==> src/adcc_params.svh <==
// Offsets, field positions, reset values and timing counts of the converter
`ifndef ADCC_PARAMS_SVH
`define ADCC_PARAMS_SVH

// ==========================================================================
// Register indices and byte addresses
`define ADCC_IDX_CSR        8'h70
`define ADCC_IDX_HIGH       8'h71
`define ADCC_IDX_LOW        8'h72
`define ADCC_IDX_EVT        8'h73
`define ADCC_IDX_MASK       8'h74
`define ADCC_ADDR_CSR       12'h1C0
`define ADCC_ADDR_HIGH      12'h1C4
`define ADCC_ADDR_LOW       12'h1C8
`define ADCC_ADDR_EVT       12'h1CC
`define ADCC_ADDR_MASK      12'h1D0

// ==========================================================================
// Control/status fields
`define ADCC_BIT_EOC        7
`define ADCC_BIT_SPEED      6
`define ADCC_BIT_ON         5
`define ADCC_BIT_RSVD       4
`define ADCC_CH_MSB         3
`define ADCC_CH_LSB         0
`define ADCC_RESET_BYTE     8'h00

// ==========================================================================
// Event bits
`define ADCC_EVT_DONE       0
`define ADCC_EVT_OVERRUN    1
`define ADCC_EVT_ABORT      2
`define ADCC_EVT_WIDTH      3

// ==========================================================================
// Result saturation values
`define ADCC_RESULT_MAX     10'h3FF
`define ADCC_RESULT_MIN     10'h000

// ==========================================================================
// Timing
`define ADCC_CLK_PERIOD_NS  50
`define ADCC_STAB_NS        10000
`define ADCC_STAB_CYCLES    ((`ADCC_STAB_NS + `ADCC_CLK_PERIOD_NS - 1) / `ADCC_CLK_PERIOD_NS)
`define ADCC_STAB_WIDTH     16

`endif

==> src/adcc_pkg.sv <==
// Types shared by the converter control logic
package adcc_pkg;

	// ======================================================================
	// Sequencer states
	typedef enum logic [3:0]
	{
		ADCC_OFF   = 4'b0001,
		ADCC_STAB  = 4'b0010,
		ADCC_START = 4'b0100,
		ADCC_BUSY  = 4'b1000
	} adcc_state_type;

	typedef logic [3:0] adcc_chan_type;
	typedef logic [9:0] adcc_result_type;

endpackage : adcc_pkg

==> src/adcc_top.sv <==
// Converter control logic with AHB-Lite register slave
//
// Implementation choice: the AHB-Lite register port.
`timescale 1ns/1ns
`include "adcc_params.svh"

module adcc_top
(
	input  wire logic                  I_SYS_CLK,
	input  wire logic                  I_RESET,
	input  wire logic                  I_HSEL,
	input  wire logic [31:0]           I_HADDR,
	input  wire logic [1:0]            I_HTRANS,
	input  wire logic                  I_HWRITE,
	input  wire logic [2:0]            I_HSIZE,
	input  wire logic [31:0]           I_HWDATA,
	input  wire logic                  I_HREADY,
	output logic      [31:0]           O_HRDATA,
	output logic                       O_HREADYOUT,
	output logic                       O_HRESP,
	input  wire logic                  I_HALT,
	input  wire logic                  I_CORE_DONE,
	input  wire adcc_pkg::adcc_result_type I_CORE_DATA,
	input  wire logic                  I_CORE_OVER,
	input  wire logic                  I_CORE_UNDER,
	output logic                       O_CORE_CLK,
	output logic                       O_CORE_POWER,
	output logic                       O_CORE_START,
	output logic                       O_CORE_ABORT,
	output adcc_pkg::adcc_chan_type    O_CHANNEL,
	output logic                       O_STABLE,
	output logic                       O_IRQ
);
	import adcc_pkg::*;

	// ======================================================================
	// Declarations
	adcc_state_type                    state;
	adcc_state_type                    next_state;
	logic                              speed;
	logic                              converter_on;
	adcc_chan_type                     channel_select_field;
	logic                              eoc;
	adcc_result_type                   result;
	logic [`ADCC_EVT_WIDTH-1:0]        evt;
	logic [`ADCC_EVT_WIDTH-1:0]        evt_mask;
	logic                              stab_pending;
	logic [`ADCC_STAB_WIDTH-1:0]       stab_cnt;
	logic                              div_cnt;
	logic                              core_clk;
	logic                              wr_pending;
	logic [11:0]                       wr_addr;
	logic [31:0]                       rdata;
	logic                              accept;
	logic                              rd_req;
	logic                              wr_csr;
	logic                              wr_evt;
	logic                              wr_mask;
	logic                              rd_high;
	logic                              run;
	logic                              chan_change;
	logic                              done_ok;
	logic                              abort_now;
	adcc_result_type                   sat_result;
	logic                              next_speed;
	logic                              next_on;
	adcc_chan_type                     next_chan;
	logic                              next_eoc;
	logic [`ADCC_EVT_WIDTH-1:0]        next_mask;
	logic [7:0]                        next_csr_byte;
	logic [31:0]                       next_rdata;

	// ======================================================================
	// Bus decode
	assign accept = I_HSEL && I_HTRANS[1] && I_HREADY;
	assign rd_req = accept && !I_HWRITE;
	assign rd_high = rd_req && (I_HADDR[11:0] == `ADCC_ADDR_HIGH);
	assign wr_csr = wr_pending && (wr_addr == `ADCC_ADDR_CSR);
	assign wr_evt = wr_pending && (wr_addr == `ADCC_ADDR_EVT);
	assign wr_mask = wr_pending && (wr_addr == `ADCC_ADDR_MASK);
	assign O_HREADYOUT = 1'b1;
	assign O_HRESP = 1'b0;
	assign O_HRDATA = rdata;

	always_ff @(posedge I_SYS_CLK)
	begin
		if (I_RESET)
		begin
			wr_pending <= 1'b0;
			wr_addr <= 12'h000;
		end
		else
		begin
			wr_pending <= accept && I_HWRITE;
			wr_addr <= I_HADDR[11:0];
		end
	end

	// ======================================================================
	// Control register next values
	always_comb
	begin
		next_speed = speed;
		next_on = converter_on;
		next_chan = channel_select_field;
		next_mask = evt_mask;
		if (wr_csr)
		begin
			next_speed = I_HWDATA[`ADCC_BIT_SPEED];
			next_on = I_HWDATA[`ADCC_BIT_ON];
			next_chan = I_HWDATA[`ADCC_CH_MSB:`ADCC_CH_LSB];
		end
		if (wr_mask)
		begin
			next_mask = I_HWDATA[`ADCC_EVT_WIDTH-1:0];
		end
	end

	// A new channel only restarts when the field really changes
	assign chan_change = wr_csr && (next_chan != channel_select_field);

	always_ff @(posedge I_SYS_CLK)
	begin
		if (I_RESET)
		begin
			speed <= 1'b0;
			converter_on <= 1'b0;
			channel_select_field <= 4'h0;
			evt_mask <= '0;
		end
		else
		begin
			speed <= next_speed;
			converter_on <= next_on;
			channel_select_field <= next_chan;
			evt_mask <= next_mask;
		end
	end

	// ======================================================================
	// Sequencer
	// Wait mode has no input here: conversion carries on untouched
	assign run = converter_on && !I_HALT;

	always_comb
	begin
		next_state = state;
		unique case (state)
			ADCC_OFF:
			begin
				if (run)
				begin
					next_state = stab_pending ? ADCC_STAB : ADCC_START;
				end
			end
			ADCC_STAB:
			begin
				if (!run)
				begin
					next_state = ADCC_OFF;
				end
				else if (stab_cnt == '0)
				begin
					next_state = ADCC_START;
				end
			end
			ADCC_START:
			begin
				if (!run)
				begin
					next_state = ADCC_OFF;
				end
				else if (!chan_change)
				begin
					next_state = ADCC_BUSY;
				end
			end
			ADCC_BUSY:
			begin
				if (!run)
				begin
					next_state = ADCC_OFF;
				end
				else if (chan_change || I_CORE_DONE)
				begin
					next_state = ADCC_START;
				end
			end
			default:
			begin
				next_state = ADCC_OFF;
			end
		endcase
	end

	always_ff @(posedge I_SYS_CLK)
	begin
		if (I_RESET)
		begin
			state <= ADCC_OFF;
		end
		else
		begin
			state <= next_state;
		end
	end

	assign O_CORE_START = (state == ADCC_START) && run && !chan_change;
	assign abort_now = (state == ADCC_BUSY) && (!run || chan_change);
	assign O_CORE_ABORT = abort_now;
	assign O_CORE_POWER = (state != ADCC_OFF);
	assign O_CHANNEL = channel_select_field;
	assign O_STABLE = !stab_pending;

	// ======================================================================
	// Settle time after halt
	always_ff @(posedge I_SYS_CLK)
	begin
		if (I_RESET)
		begin
			stab_pending <= 1'b0;
		end
		else if (I_HALT)
		begin
			stab_pending <= 1'b1;
		end
		else if ((state == ADCC_STAB) && (stab_cnt == '0))
		begin
			stab_pending <= 1'b0;
		end
	end

	always_ff @(posedge I_SYS_CLK)
	begin
		if (I_RESET)
		begin
			stab_cnt <= '0;
		end
		else if (state != ADCC_STAB)
		begin
			stab_cnt <= `ADCC_STAB_WIDTH'(`ADCC_STAB_CYCLES - 1);
		end
		else if (stab_cnt != '0)
		begin
			stab_cnt <= stab_cnt - `ADCC_STAB_WIDTH'(1);
		end
	end

	// ======================================================================
	// Converter clock divider
	always_ff @(posedge I_SYS_CLK)
	begin
		if (I_RESET || (state == ADCC_OFF))
		begin
			div_cnt <= 1'b0;
			core_clk <= 1'b0;
		end
		else
		begin
			div_cnt <= !div_cnt;
			core_clk <= (speed || div_cnt) ? !core_clk : core_clk;
		end
	end

	assign O_CORE_CLK = core_clk;

	// ======================================================================
	// Result capture
	assign sat_result = I_CORE_OVER ? `ADCC_RESULT_MAX :
		(I_CORE_UNDER ? `ADCC_RESULT_MIN : I_CORE_DATA);

	assign done_ok = (state == ADCC_BUSY) && I_CORE_DONE && !abort_now;

	always_ff @(posedge I_SYS_CLK)
	begin
		if (I_RESET)
		begin
			result <= `ADCC_RESULT_MIN;
		end
		else if (done_ok)
		begin
			result <= sat_result;
		end
	end

	// ======================================================================
	// End-of-conversion flag: completion wins over a clear
	always_comb
	begin
		next_eoc = eoc;
		if (rd_high || wr_csr)
		begin
			next_eoc = 1'b0;
		end
		if (done_ok)
		begin
			next_eoc = 1'b1;
		end
	end

	always_ff @(posedge I_SYS_CLK)
	begin
		if (I_RESET)
		begin
			eoc <= 1'b0;
		end
		else
		begin
			eoc <= next_eoc;
		end
	end

	// ======================================================================
	// Event status and interrupt
	always_ff @(posedge I_SYS_CLK)
	begin
		if (I_RESET)
		begin
			evt <= '0;
		end
		else
		begin
			evt[`ADCC_EVT_DONE] <= done_ok ||
				(evt[`ADCC_EVT_DONE] &&
				!(wr_evt && I_HWDATA[`ADCC_EVT_DONE]));
			evt[`ADCC_EVT_OVERRUN] <= (done_ok && eoc) ||
				(evt[`ADCC_EVT_OVERRUN] &&
				!(wr_evt && I_HWDATA[`ADCC_EVT_OVERRUN]));
			evt[`ADCC_EVT_ABORT] <= abort_now ||
				(evt[`ADCC_EVT_ABORT] &&
				!(wr_evt && I_HWDATA[`ADCC_EVT_ABORT]));
		end
	end

	assign O_IRQ = |(evt & evt_mask);

	// ======================================================================
	// Read data, taken at the address phase; control and mask from post-write values, event status from the current bits
	always_comb
	begin
		next_csr_byte = {next_eoc, next_speed, next_on, 1'b0, next_chan};
		next_rdata = 32'h0000_0000;
		unique case (I_HADDR[11:0])
			`ADCC_ADDR_CSR:
			begin
				next_rdata[7:0] = next_csr_byte;
			end
			`ADCC_ADDR_HIGH:
			begin
				next_rdata[7:0] = result[9:2];
			end
			`ADCC_ADDR_LOW:
			begin
				next_rdata[7:0] = {6'h00, result[1:0]};
			end
			`ADCC_ADDR_EVT:
			begin
				next_rdata[`ADCC_EVT_WIDTH-1:0] = evt;
			end
			`ADCC_ADDR_MASK:
			begin
				next_rdata[`ADCC_EVT_WIDTH-1:0] = next_mask;
			end
			default:
			begin
				next_rdata = 32'h0000_0000;
			end
		endcase
	end

	always_ff @(posedge I_SYS_CLK)
	begin
		if (I_RESET)
		begin
			rdata <= 32'h0000_0000;
		end
		else if (rd_req)
		begin
			rdata <= next_rdata;
		end
	end

endmodule : adcc_top

==> config.mk <==
export PLATFORM = sky130hd
export DESIGN_NAME = adcc_top
export DESIGN_NICKNAME = d
export VERILOG_FILES = /design/src/adcc_pkg.sv /design/src/adcc_top.sv
export VERILOG_INCLUDE_DIRS = /design/src
export SDC_FILE = /design/constraint.sdc
export NUM_CORES = 1
export LEC_CHECK = 0
export BUFFER_PORTS_ARGS = -buffer_cell sky130_fd_sc_hd__buf_2
export CAP_MARGIN = 20
export CORE_ASPECT_RATIO = 1.1
export CORE_MARGIN = 2
export CORE_UTILIZATION = 50
export CTS_BUF_LIST = sky130_fd_sc_hd__clkbuf_8
export CTS_CLUSTER_SIZE = 8
export DETAILED_ROUTE_END_ITERATION = 8
export PLACE_DENSITY = 0.82
export SETUP_SLACK_MARGIN = 0.3
export SKIP_LAST_GASP = 1
export SLEW_MARGIN = 10
export SYNTH_ARGS = -nofsm -noshare
export SYNTH_HDL_FRONTEND = slang
export SYNTH_SLANG_ARGS = --single-unit
==> constraint.sdc <==
create_clock -name I_SYS_CLK -period 2.8 [get_ports I_SYS_CLK]
set_input_delay 0.28 -clock I_SYS_CLK [delete_from_list [all_inputs] [get_ports I_SYS_CLK]]
set_output_delay 0.28 -clock I_SYS_CLK [all_outputs]
set_load 0.005 [all_outputs]
Word-level counts from Yosys, hierarchy flattened
Index checks and enable logic that the tools add are counted.
Storage, ports and cells
  bits in registers: 67
  input bits: 88
  output and inout port bits: 44
  word-level logic and storage cells: 109
Cells by class
  $add $sub $neg: 1
  equality and inequality tests: 19
  muxes and demuxes: 23
  bitwise operators: 1
  reduce and logical (&&, ||, !) cells: 49
Operators by type and width (number)
  == test 12 x 9 -> 1 bit, second input constant: 8
  two-way mux 4 bit: 8
  logical AND 1 bit: 23
  two-way mux 10 bit: 2
  logical NOT 16 bit: 1
  two-way mux 8 bit: 2
  case mux 4 bit (4 select lines): 1
  nonzero test 16 bit: 1
  subtractor 16 x 1 -> 16 bit, second input constant: 1
  case mux 3 bit (5 select lines): 1
  logical NOT 1 bit: 11
  case mux 5 bit (2 select lines): 1
  inequality test 3 bit, second input constant: 3
  logical OR 1 bit: 8
  two-way mux 1 bit: 6
  two-way mux 3 bit: 2
  == test 4 x 1 -> 1 bit, second input constant: 1
  == test 4 x 2 -> 1 bit, second input constant: 1
  == test 4 x 3 -> 1 bit, second input constant: 1
  == test 4 bit, second input constant: 1
  inequality test 4 x 1 -> 1 bit, second input constant: 1
  inequality test 4 x 2 -> 1 bit, second input constant: 1
  inequality test 4 bit: 1
  AND reduction 4 bit: 1
  other kinds (5): 6

Logic depth before layout (Yosys ltp)
Gate-level depths: netlist of run 1.
  depth after elaboration: 11
  mapped depth: 8
  depth with buffers taken out: 7

Least setup slack after synthesis of run 1
OpenSTA, ideal clock, no wires.
  path kind: input-to-reg
  start: input I_HADDR[1]
  end: register rdata[2], in the netlist O_HRDATA[2]
  library setup time: 0.086 ns
  arrival time: 1.978 ns
  required time: 2.714 ns
  setup slack: 0.736 ns
  stages on the path: 6
  buffers on the path: 1
  path through: or3_1 or4_1 buf_2 or4b_1 o311a_1 a221oi_2
Between the ends
  cells in the longest elaborated chain, start to end: 2
  elaborated cells between the ends (all ways): 6
  those cells by class: 5 x eq/ne; 1 x mux
Ends and longest elaborated chain
  from (decl): RTL line adcc_top.sv:12  | input wire logic [31:0] I_HADDR,
  == test 12 x 9 -> 1 bit: RTL line adcc_top.sv:343  | unique case (I_HADDR[11:0])
  case mux 3 bit (5 select lines) (*): RTL line adcc_top.sv:343
  to (signal assigned): RTL line adcc_top.sv:379  | rdata <= next_rdata;
  to (decl): RTL line adcc_top.sv:53  | logic [31:0] rdata;
Every way passes the cells marked *; elsewhere a longest branch is shown, timed or not.
A chain may end at the register's enable or synchronous reset.

Final worst setup path of run 1
  start: register wr_addr[1]
  end: output O_CORE_ABORT
Between the ends
  cells in the longest elaborated chain, start to end: 7
Ends and longest elaborated chain
  from (decl): RTL line adcc_top.sv:52  | logic [11:0] wr_addr;
  from (signal assigned): RTL line adcc_top.sv:95  | wr_addr <= I_HADDR[11:0];
  == test 12 x 9 -> 1 bit (no line) (*)
  logical AND 1 bit (*): RTL line adcc_top.sv:78  | assign wr_csr = wr_pending && (wr_addr == `ADCC_ADDR_CSR);
  two-way mux 4 bit: RTL line adcc_top.sv:107  | if (wr_csr)
  inequality test 4 bit: RTL line adcc_top.sv:120  | assign chan_change = wr_csr && (next_chan != channel_select_field);
  logical AND 1 bit (*): RTL line adcc_top.sv:120
  logical OR 1 bit (*): RTL line adcc_top.sv:209  | assign abort_now = (state == ADCC_BUSY) && (!run || chan_change);
  logical AND 1 bit (*): RTL line adcc_top.sv:209
  to (decl): RTL line adcc_top.sv:29  | output logic O_CORE_ABORT,
Marks and branches as above.

==> run metrics, run 1 <==
vias in the first global route 2,498; Root Driver clkbuf_8; Max FO, Critical Path 5; Post-synth ARST share 0%; post-CTS setup buffers 0; clk sink count 67; Tcrit/Tclk final slightly above 80%; Worst path slowest cell nor4b_2; Final Critical Period ~2300 ps; Worst Max-Slew Pin Slew 978.4 ps; Hold-fix buffers, CTS 0; initial antenna violation count 0; Initial Utilization 51.40%; Placeable Area roughly 6200 um2; worst r2r path cells 5; clock-pin slew on the worst setup and hold paths 60 ps; max_slew headroom a little over a third; WL final a little under 7 mm; Max Cap Violations 0; fin util 58.94%; Cell Area, Synth 3164 um2; I/O Buffers 55; DR vias 2,656; # DRC 0; clock tree buffer depth 2; Layout area overhead 14.67%; yosys warns 0; WHS Path Cells 2; GP Congestion about 0.85; critical path startpoint category register; Post-Synthesis Cells approximately 350; RSZ-0062 raised after global routing no; worst slack at placement 497.7 ps; die height 87.44 um; Row Count 30; GRT Util Overall 20.31%; Clock Skew 8.750 ps; CP cell instances nor4b_2 > and4_1 > nand2_1 > a21oi_1 > buf_2; first-pass GRT wire length 10.97 mm; critical path capture point type primary output; full die area 6982 um2; Overflow after GRT 0; ys flop type dfxtp_1; Antenna Nets Post-Route 0; H-tree depth 3; CTS tree yes; CTS Buf Count 9; VDD IR max slightly above 0.0003 V; final setup violating endpoints 0; Avg Inst Size Synth 8.989 um2; final net count 497; status completed; Worst path max stage delay 410 ps; Worst Hold Class in2reg; pwr/cell area 510.4 nW/um2; Initial DRT Pass Iterations 4; # IOs between 100 and 150; Sum Neg Setup Slack 0 ps; largest net degree at the start of global routing 58; CTS resizes 0; Clock Latency Late Sink 340 ps; Slew Viols, Final 0; WL per Instance 13.91 um; routed vias/inst about 5.4; Setup WS post-layout 478.1 ps; DR iter-0 viols 107; Leak ~0.0015 uW; FILL cells around 550; fmax 430.7 MHz; post-DP HPWL 5.025 mm; WP data arrival 2040 ps; die width 79.85 um; flops & latches, synth between 60 and 70; Yosys cell types between 50 and 60; Worst EP required 2520 ps; layout cells sized above 1 21.79%; ANT cells 0; Hold Fails Final Rpt 0; CP Class reg2out; Seq/Total Area, Yosys 42.39%; Post-synth EDFFs 0
synth_stat cells, types with 3 or more instances:
master | instances | area (um2)
a211oi_1 | 10 | 75.07
a21o_1 | 3 | 22.52
a21oi_1 | 21 | 105.1
a32oi_1 | 5 | 43.79
buf_4 | 26 | 195.2
clkbuf_1 | 15 | 56.30
dfxtp_1 | 67 | 1341
inv_1 | 8 | 30.03
mux2i_1 | 8 | 80.08
nand2_1 | 14 | 52.55
nand4_1 | 5 | 31.28
nor2_1 | 43 | 161.4
nor2b_1 | 18 | 112.6
nor3_1 | 7 | 35.03
nor4_1 | 4 | 25.02
nor4b_1 | 4 | 35.03
o211ai_1 | 7 | 52.55
o21a_1 | 3 | 22.52
o21ai_0 | 9 | 45.04
o22ai_1 | 3 | 18.77
or2_2 | 3 | 18.77
or3_1 | 3 | 18.77
or4_1 | 5 | 37.54
xnor2_1 | 7 | 61.31
xor2_1 | 11 | 96.34
registers in the layout (all words and copies together) (netlist names):
signal	cells
O_HRDATA	8
result	10
converter_on	1
state	4
wr_addr	12
evt_mask	3
stab_cnt	16
div_cnt	1
O_CORE_CLK	1
wr_pending	1
eoc	1
evt	3
speed	1
stab_pending	1
O_CHANNEL	4
power breakdown:
group,internal (uW),switching [uW]
clock,411,344
sequential,967,7.49
combinational,51.0,71.4
total,1430,423
stage by stage:
stage               instance area [um2]  power (uW)  std cells  hold WS [ps]
finish                             3628        1852        493         166.8
floorplan                          3254        1094        376         398.5
global placement                   3437        1113        477         413.4
CTS                                3628        1857        493         163.6
detailed placement                 3437        1117        477         410.0
global route                       3628        1916        493         172.5
kinds of logic after synthesis:
family	after synthesis	synth area share, %
AOI/OAI and AO/OA	74	15.86
xor gates and xnor gates	18	4.982
adders and majority gates	1	0.3954
buffers and inverters	52	9.292
DFF	67	42.39
muxes	12	4.666
other	2	0.2373
and+or+nand+nor	126	22.18
layout by cell type, fill, tap and decap left out, types with 10 or more instances in the layout:
cell type	netlist	routed
dfxtp_1	67	67
buf_2	1	55
nor2_1	43	43
conb_1	2	26
a21oi_1	21	21
nor2b_1	18	18
nand2_1	14	14
clkbuf_8	0	13
xor2_1	11	11
inv_1	8	10
a211oi_1	10	10
layer usage:
layer,GRT usage (%),part of all wire (%),vias to the layer above
met5,0,0,-
met4,10.63,2.2,0
li1,-,-,1318
met3,3.734,3.6,12
met1,22.00,40,1251
met2,37.36,54,75
worst paths after layout:
path,startpoint,to,slack (ps)
min reg2reg,div_cnt,div_cnt,430
min,I_HADDR[1],wr_addr[1],170
max,wr_addr[1],O_CORE_ABORT,480
max reg2reg,wr_addr[1],O_HRDATA[0],530
cell type report:
cell class | instances | area (um2) | share of cell area (%)
multi-input cells | 257 | 1619 | 44.62
flip-flops and latches | 67 | 1341 | 36.97
repair buffers | 64 | 342.8 | 9.448
clock buffers | 13 | 178.9 | 4.931
well taps | 80 | 100.1 | 2.759
inverters | 9 | 33.78 | 0.9310
clock inverters | 3 | 12.51 | 0.3448
critical path: cells and delay by family (launching register included):
kind                   cells  cell delay, ps
DFF                        1             310
and+or+nand+nor            3             970
AOI/OAI and AO/OA          1             270
buffers and inverters      1             160
Note: power is estimated with default switching activity, not from simulation.
==> run 2: changes to the inputs <==
Settings changed: ABC_AREA set to 1, CORE_UTILIZATION 50 to 46, PLACE_DENSITY 0.82 to 0.77.
Clock period 2.8 ns to 1.9 ns, I/O delays scaled along.
==> run metrics, run 2 <==
pwr/cell area 726.6 nW/um2 (was 510.4 nW/um2); Final Critical Period 1698 ps; vias in the first global route 3,108 (was 2,498); Yosys cell types 40 (was 56); Worst EP required 1710 ps (was 2520 ps); Hold Fails Final Rpt 0 (unchanged); Largest regs stab_cnt: 16 flops, wr_addr: 12 flops, result: 10 flops (unchanged); Seq/Total Area, Yosys 37.31% (was 42.39%); final net count 689 (was 497); Antenna Nets Post-Route 0 (unchanged); CTS tree yes (unchanged); FILL cells 694 (was 552); # IOs 132 (unchanged); WL final 8.097 mm (was 6.856 mm); ANT cells 0 (unchanged); Leak 0.001988 uW (was 0.001504 uW); Sw Share 27.86% (was 22.85%); Clock Latency Late Sink 340 ps (about the same); first-pass GRT wire length 13.37 mm (was 10.97 mm); share of the synthesized area in the top cell type 37.31% (was 42.39%); CP Class reg2out (unchanged); yosys warns 0 (unchanged); Post-synth EDFFs 0 (unchanged); Worst Hold Class in2reg (unchanged); Slew Viols, Final 0 (unchanged); critical path capture point type primary output (unchanged); WL per Instance 11.40 um (was 13.91 um); Layout area overhead 22.24% (was 14.67%); clock tree buffer depth 2 (unchanged); GRT Util Overall 19.49% (was 20.31%); layout cells sized above 1 26.94% (was 21.79%); ys flop type dfxtp_1 (unchanged); power share of the clock group 39.0% (was 40.8%); P_sw 889.4 uW (was 423.1 uW); Final Cell Area 4394 um2 (was 3628 um2); status completed (unchanged); most frequent cells in the layout nand2_1 (86), inv_1 (82), dfxtp_1 (60) (was dfxtp_1 (67), buf_2 (55), nor2_1 (43)); Pint 2303 uW (was 1429 uW); critical path startpoint category register (unchanged); VDD IR max 0.0004886 V (was 0.0003042 V); post-DP HPWL 6.001 mm (was 5.025 mm); # DRC 0 (unchanged); clk sink count 67 (unchanged); full die area 8538 um2 (was 6982 um2); top-count cell post-synth nand2_1 (was dfxtp_1); flops & latches, synth 67 (unchanged); Max Cap Violations 0 (unchanged); initial antenna violation count 0 (unchanged); fmax slightly below 600 MHz; Setup WS post-layout 202.3 ps (was 478.1 ps); most frequent cells after synthesis nand2_1 (92), inv_1 (86), dfxtp_1 (67) (was dfxtp_1 (67), nor2_1 (43), buf_4 (26)); DR vias 3,393 (was 2,656); Clock Skew 9.037 ps (was 8.750 ps); CTS Buf Count 9 (unchanged); Cell Area, Synth 3595 um2 (was 3164 um2); Overflow after GRT 0 (unchanged); worst slack at placement 225.3 ps (was 497.7 ps); Initial Utilization 47.84% (was 51.40%); largest net degree at the start of global routing 30 (was 58); WP data arrival 1510 ps (was 2040 ps); Row Count 33 (was 30); RSZ-0062 raised after global routing yes (was no); DR iter-0 viols 164 (was 107); most common cell after layout, fill and taps aside nand2_1 (was dfxtp_1); GP Congestion 0.8532 (was 0.8479); top cells by area, synth dfxtp_1 (37%), nand2_1 (9.6%), inv_1 (9.0%), nand3_1 (6.3%), nor2_1 (6.3%) (was dfxtp_1 (42%), buf_4 (6.2%), nor2_1 (5.1%), nor2b_1 (3.6%), a21oi_1 (3.3%)); die width 88.29 um (was 79.85 um); clock-pin slew on the worst setup and hold paths 80 ps (was 60 ps); Tcrit/Tclk final 89.35%; Placeable Area 7515 um2 (was 6156 um2); Post-synth ARST share 0% (unchanged); largest reg by FF count stab_cnt (unchanged); Initial DRT Pass Iterations 5 (was 4); Sum Neg Setup Slack 0 ps (unchanged); Largest register FFs 16 (unchanged); power share of the sequential group 46.5% (was 52.6%); Gate power share 14.5% (was 6.6%); Post-Synthesis Cells 525 (was 352); Root Driver clkbuf_8 (unchanged); Max FO, Critical Path 3 (was 5); Hold-fix buffers, CTS 0 (unchanged); die height 96.72 um (was 87.44 um); Synth area leader dfxtp_1 (unchanged); Post-DP Area 3887 um2 (was 3437 um2); routed vias/inst 4.779 (was 5.387); final setup violating endpoints 0 (unchanged); I/O Buffers 55 (unchanged); H-tree depth 3 (unchanged); Avg Inst Size Synth 6.847 um2 (was 8.989 um2)
[run 2: metal layers]
layer	routed length, um	GRT usage, %	up-vias
met4	158	8.275	0
li1	-	-	1752
met1	3384	24.14	1528
met5	0	0	-
met2	4139	32.79	99
met3	414	3.242	14
[run 2: final cells by class]
class                   instances  area (um2)  share of cell area, %
repair buffers                 74       417.9                  9.510
well taps                     105       131.4                  2.990
clock buffers                  11       151.4                  3.445
inverters                      93       352.8                  8.030
multi-input cells             355        1931                  43.94
clock inverters                 5       60.06                  1.367
flip-flops and latches         67        1350                  30.72
[run 2: power groups by stage]
stage / combinational [uW] / clock (uW) / sequential [uW]
after floorplan: 336 / 0 / 1510
after global placement: 398 / 0 / 1510
after detailed placement: 415 / 0 / 1510
after CTS: 426 / 1270 / 1480
after global routing: 528 / 1330 / 1490
final: 461 / 1250 / 1490
[run 2: path summary, 6_finish.rpt]
check,from,endpoint,slack [ps],depth (start not counted)
min,I_HADDR[0],wr_addr[0],50,3
min reg2reg,div_cnt,div_cnt,420,1
max,O_CHANNEL[2],O_CORE_START,200,6
max reg2reg,wr_addr[0],result[2],330,11
[run 2: cells by family after synthesis]
| logic type | Yosys count | synth area share (%) |
|---|---|---|
| other cells | 2 | 0.2089 |
| xor+xnor | 10 | 2.436 |
| fa+ha+maj | 1 | 0.3480 |
| flops | 67 | 37.31 |
| compound gates | 70 | 10.13 |
| simple gates | 248 | 33.35 |
| buf+inv | 127 | 16.22 |
[run 2: repair_timing]
| item | CTS | global route |
|---|---|---|
| setup buffers | 8 | 7 |
| endpoints found under the setup margin | 7 | 32 |
| gates resized for setup | 15 | 36 |
| pin swaps | 9 | 13 |
[run 2: worst max-delay path, cell delays in order, from the launching register on]
cell and delay (ps):
dfxtp_2 340, xnor2_1 190, nand4_1 190, nand2_4 110, nand2_4 60, nor2_1 150, buf_2 140
[run 2: through the flow]
stage | util, % | cells | hold WS, ps | power, uW
after floorplan | - | 549 | 297.0 | 1842
after global placement | 51.73 | 679 | 401.3 | 1908
after detailed placement | 51.73 | 679 | 407.4 | 1926
after CTS | 56.01 | 703 | 45.65 | 3181
after global routing | 58.47 | 710 | 64.42 | 3351
final | 58.47 | 710 | 51.88 | 3193
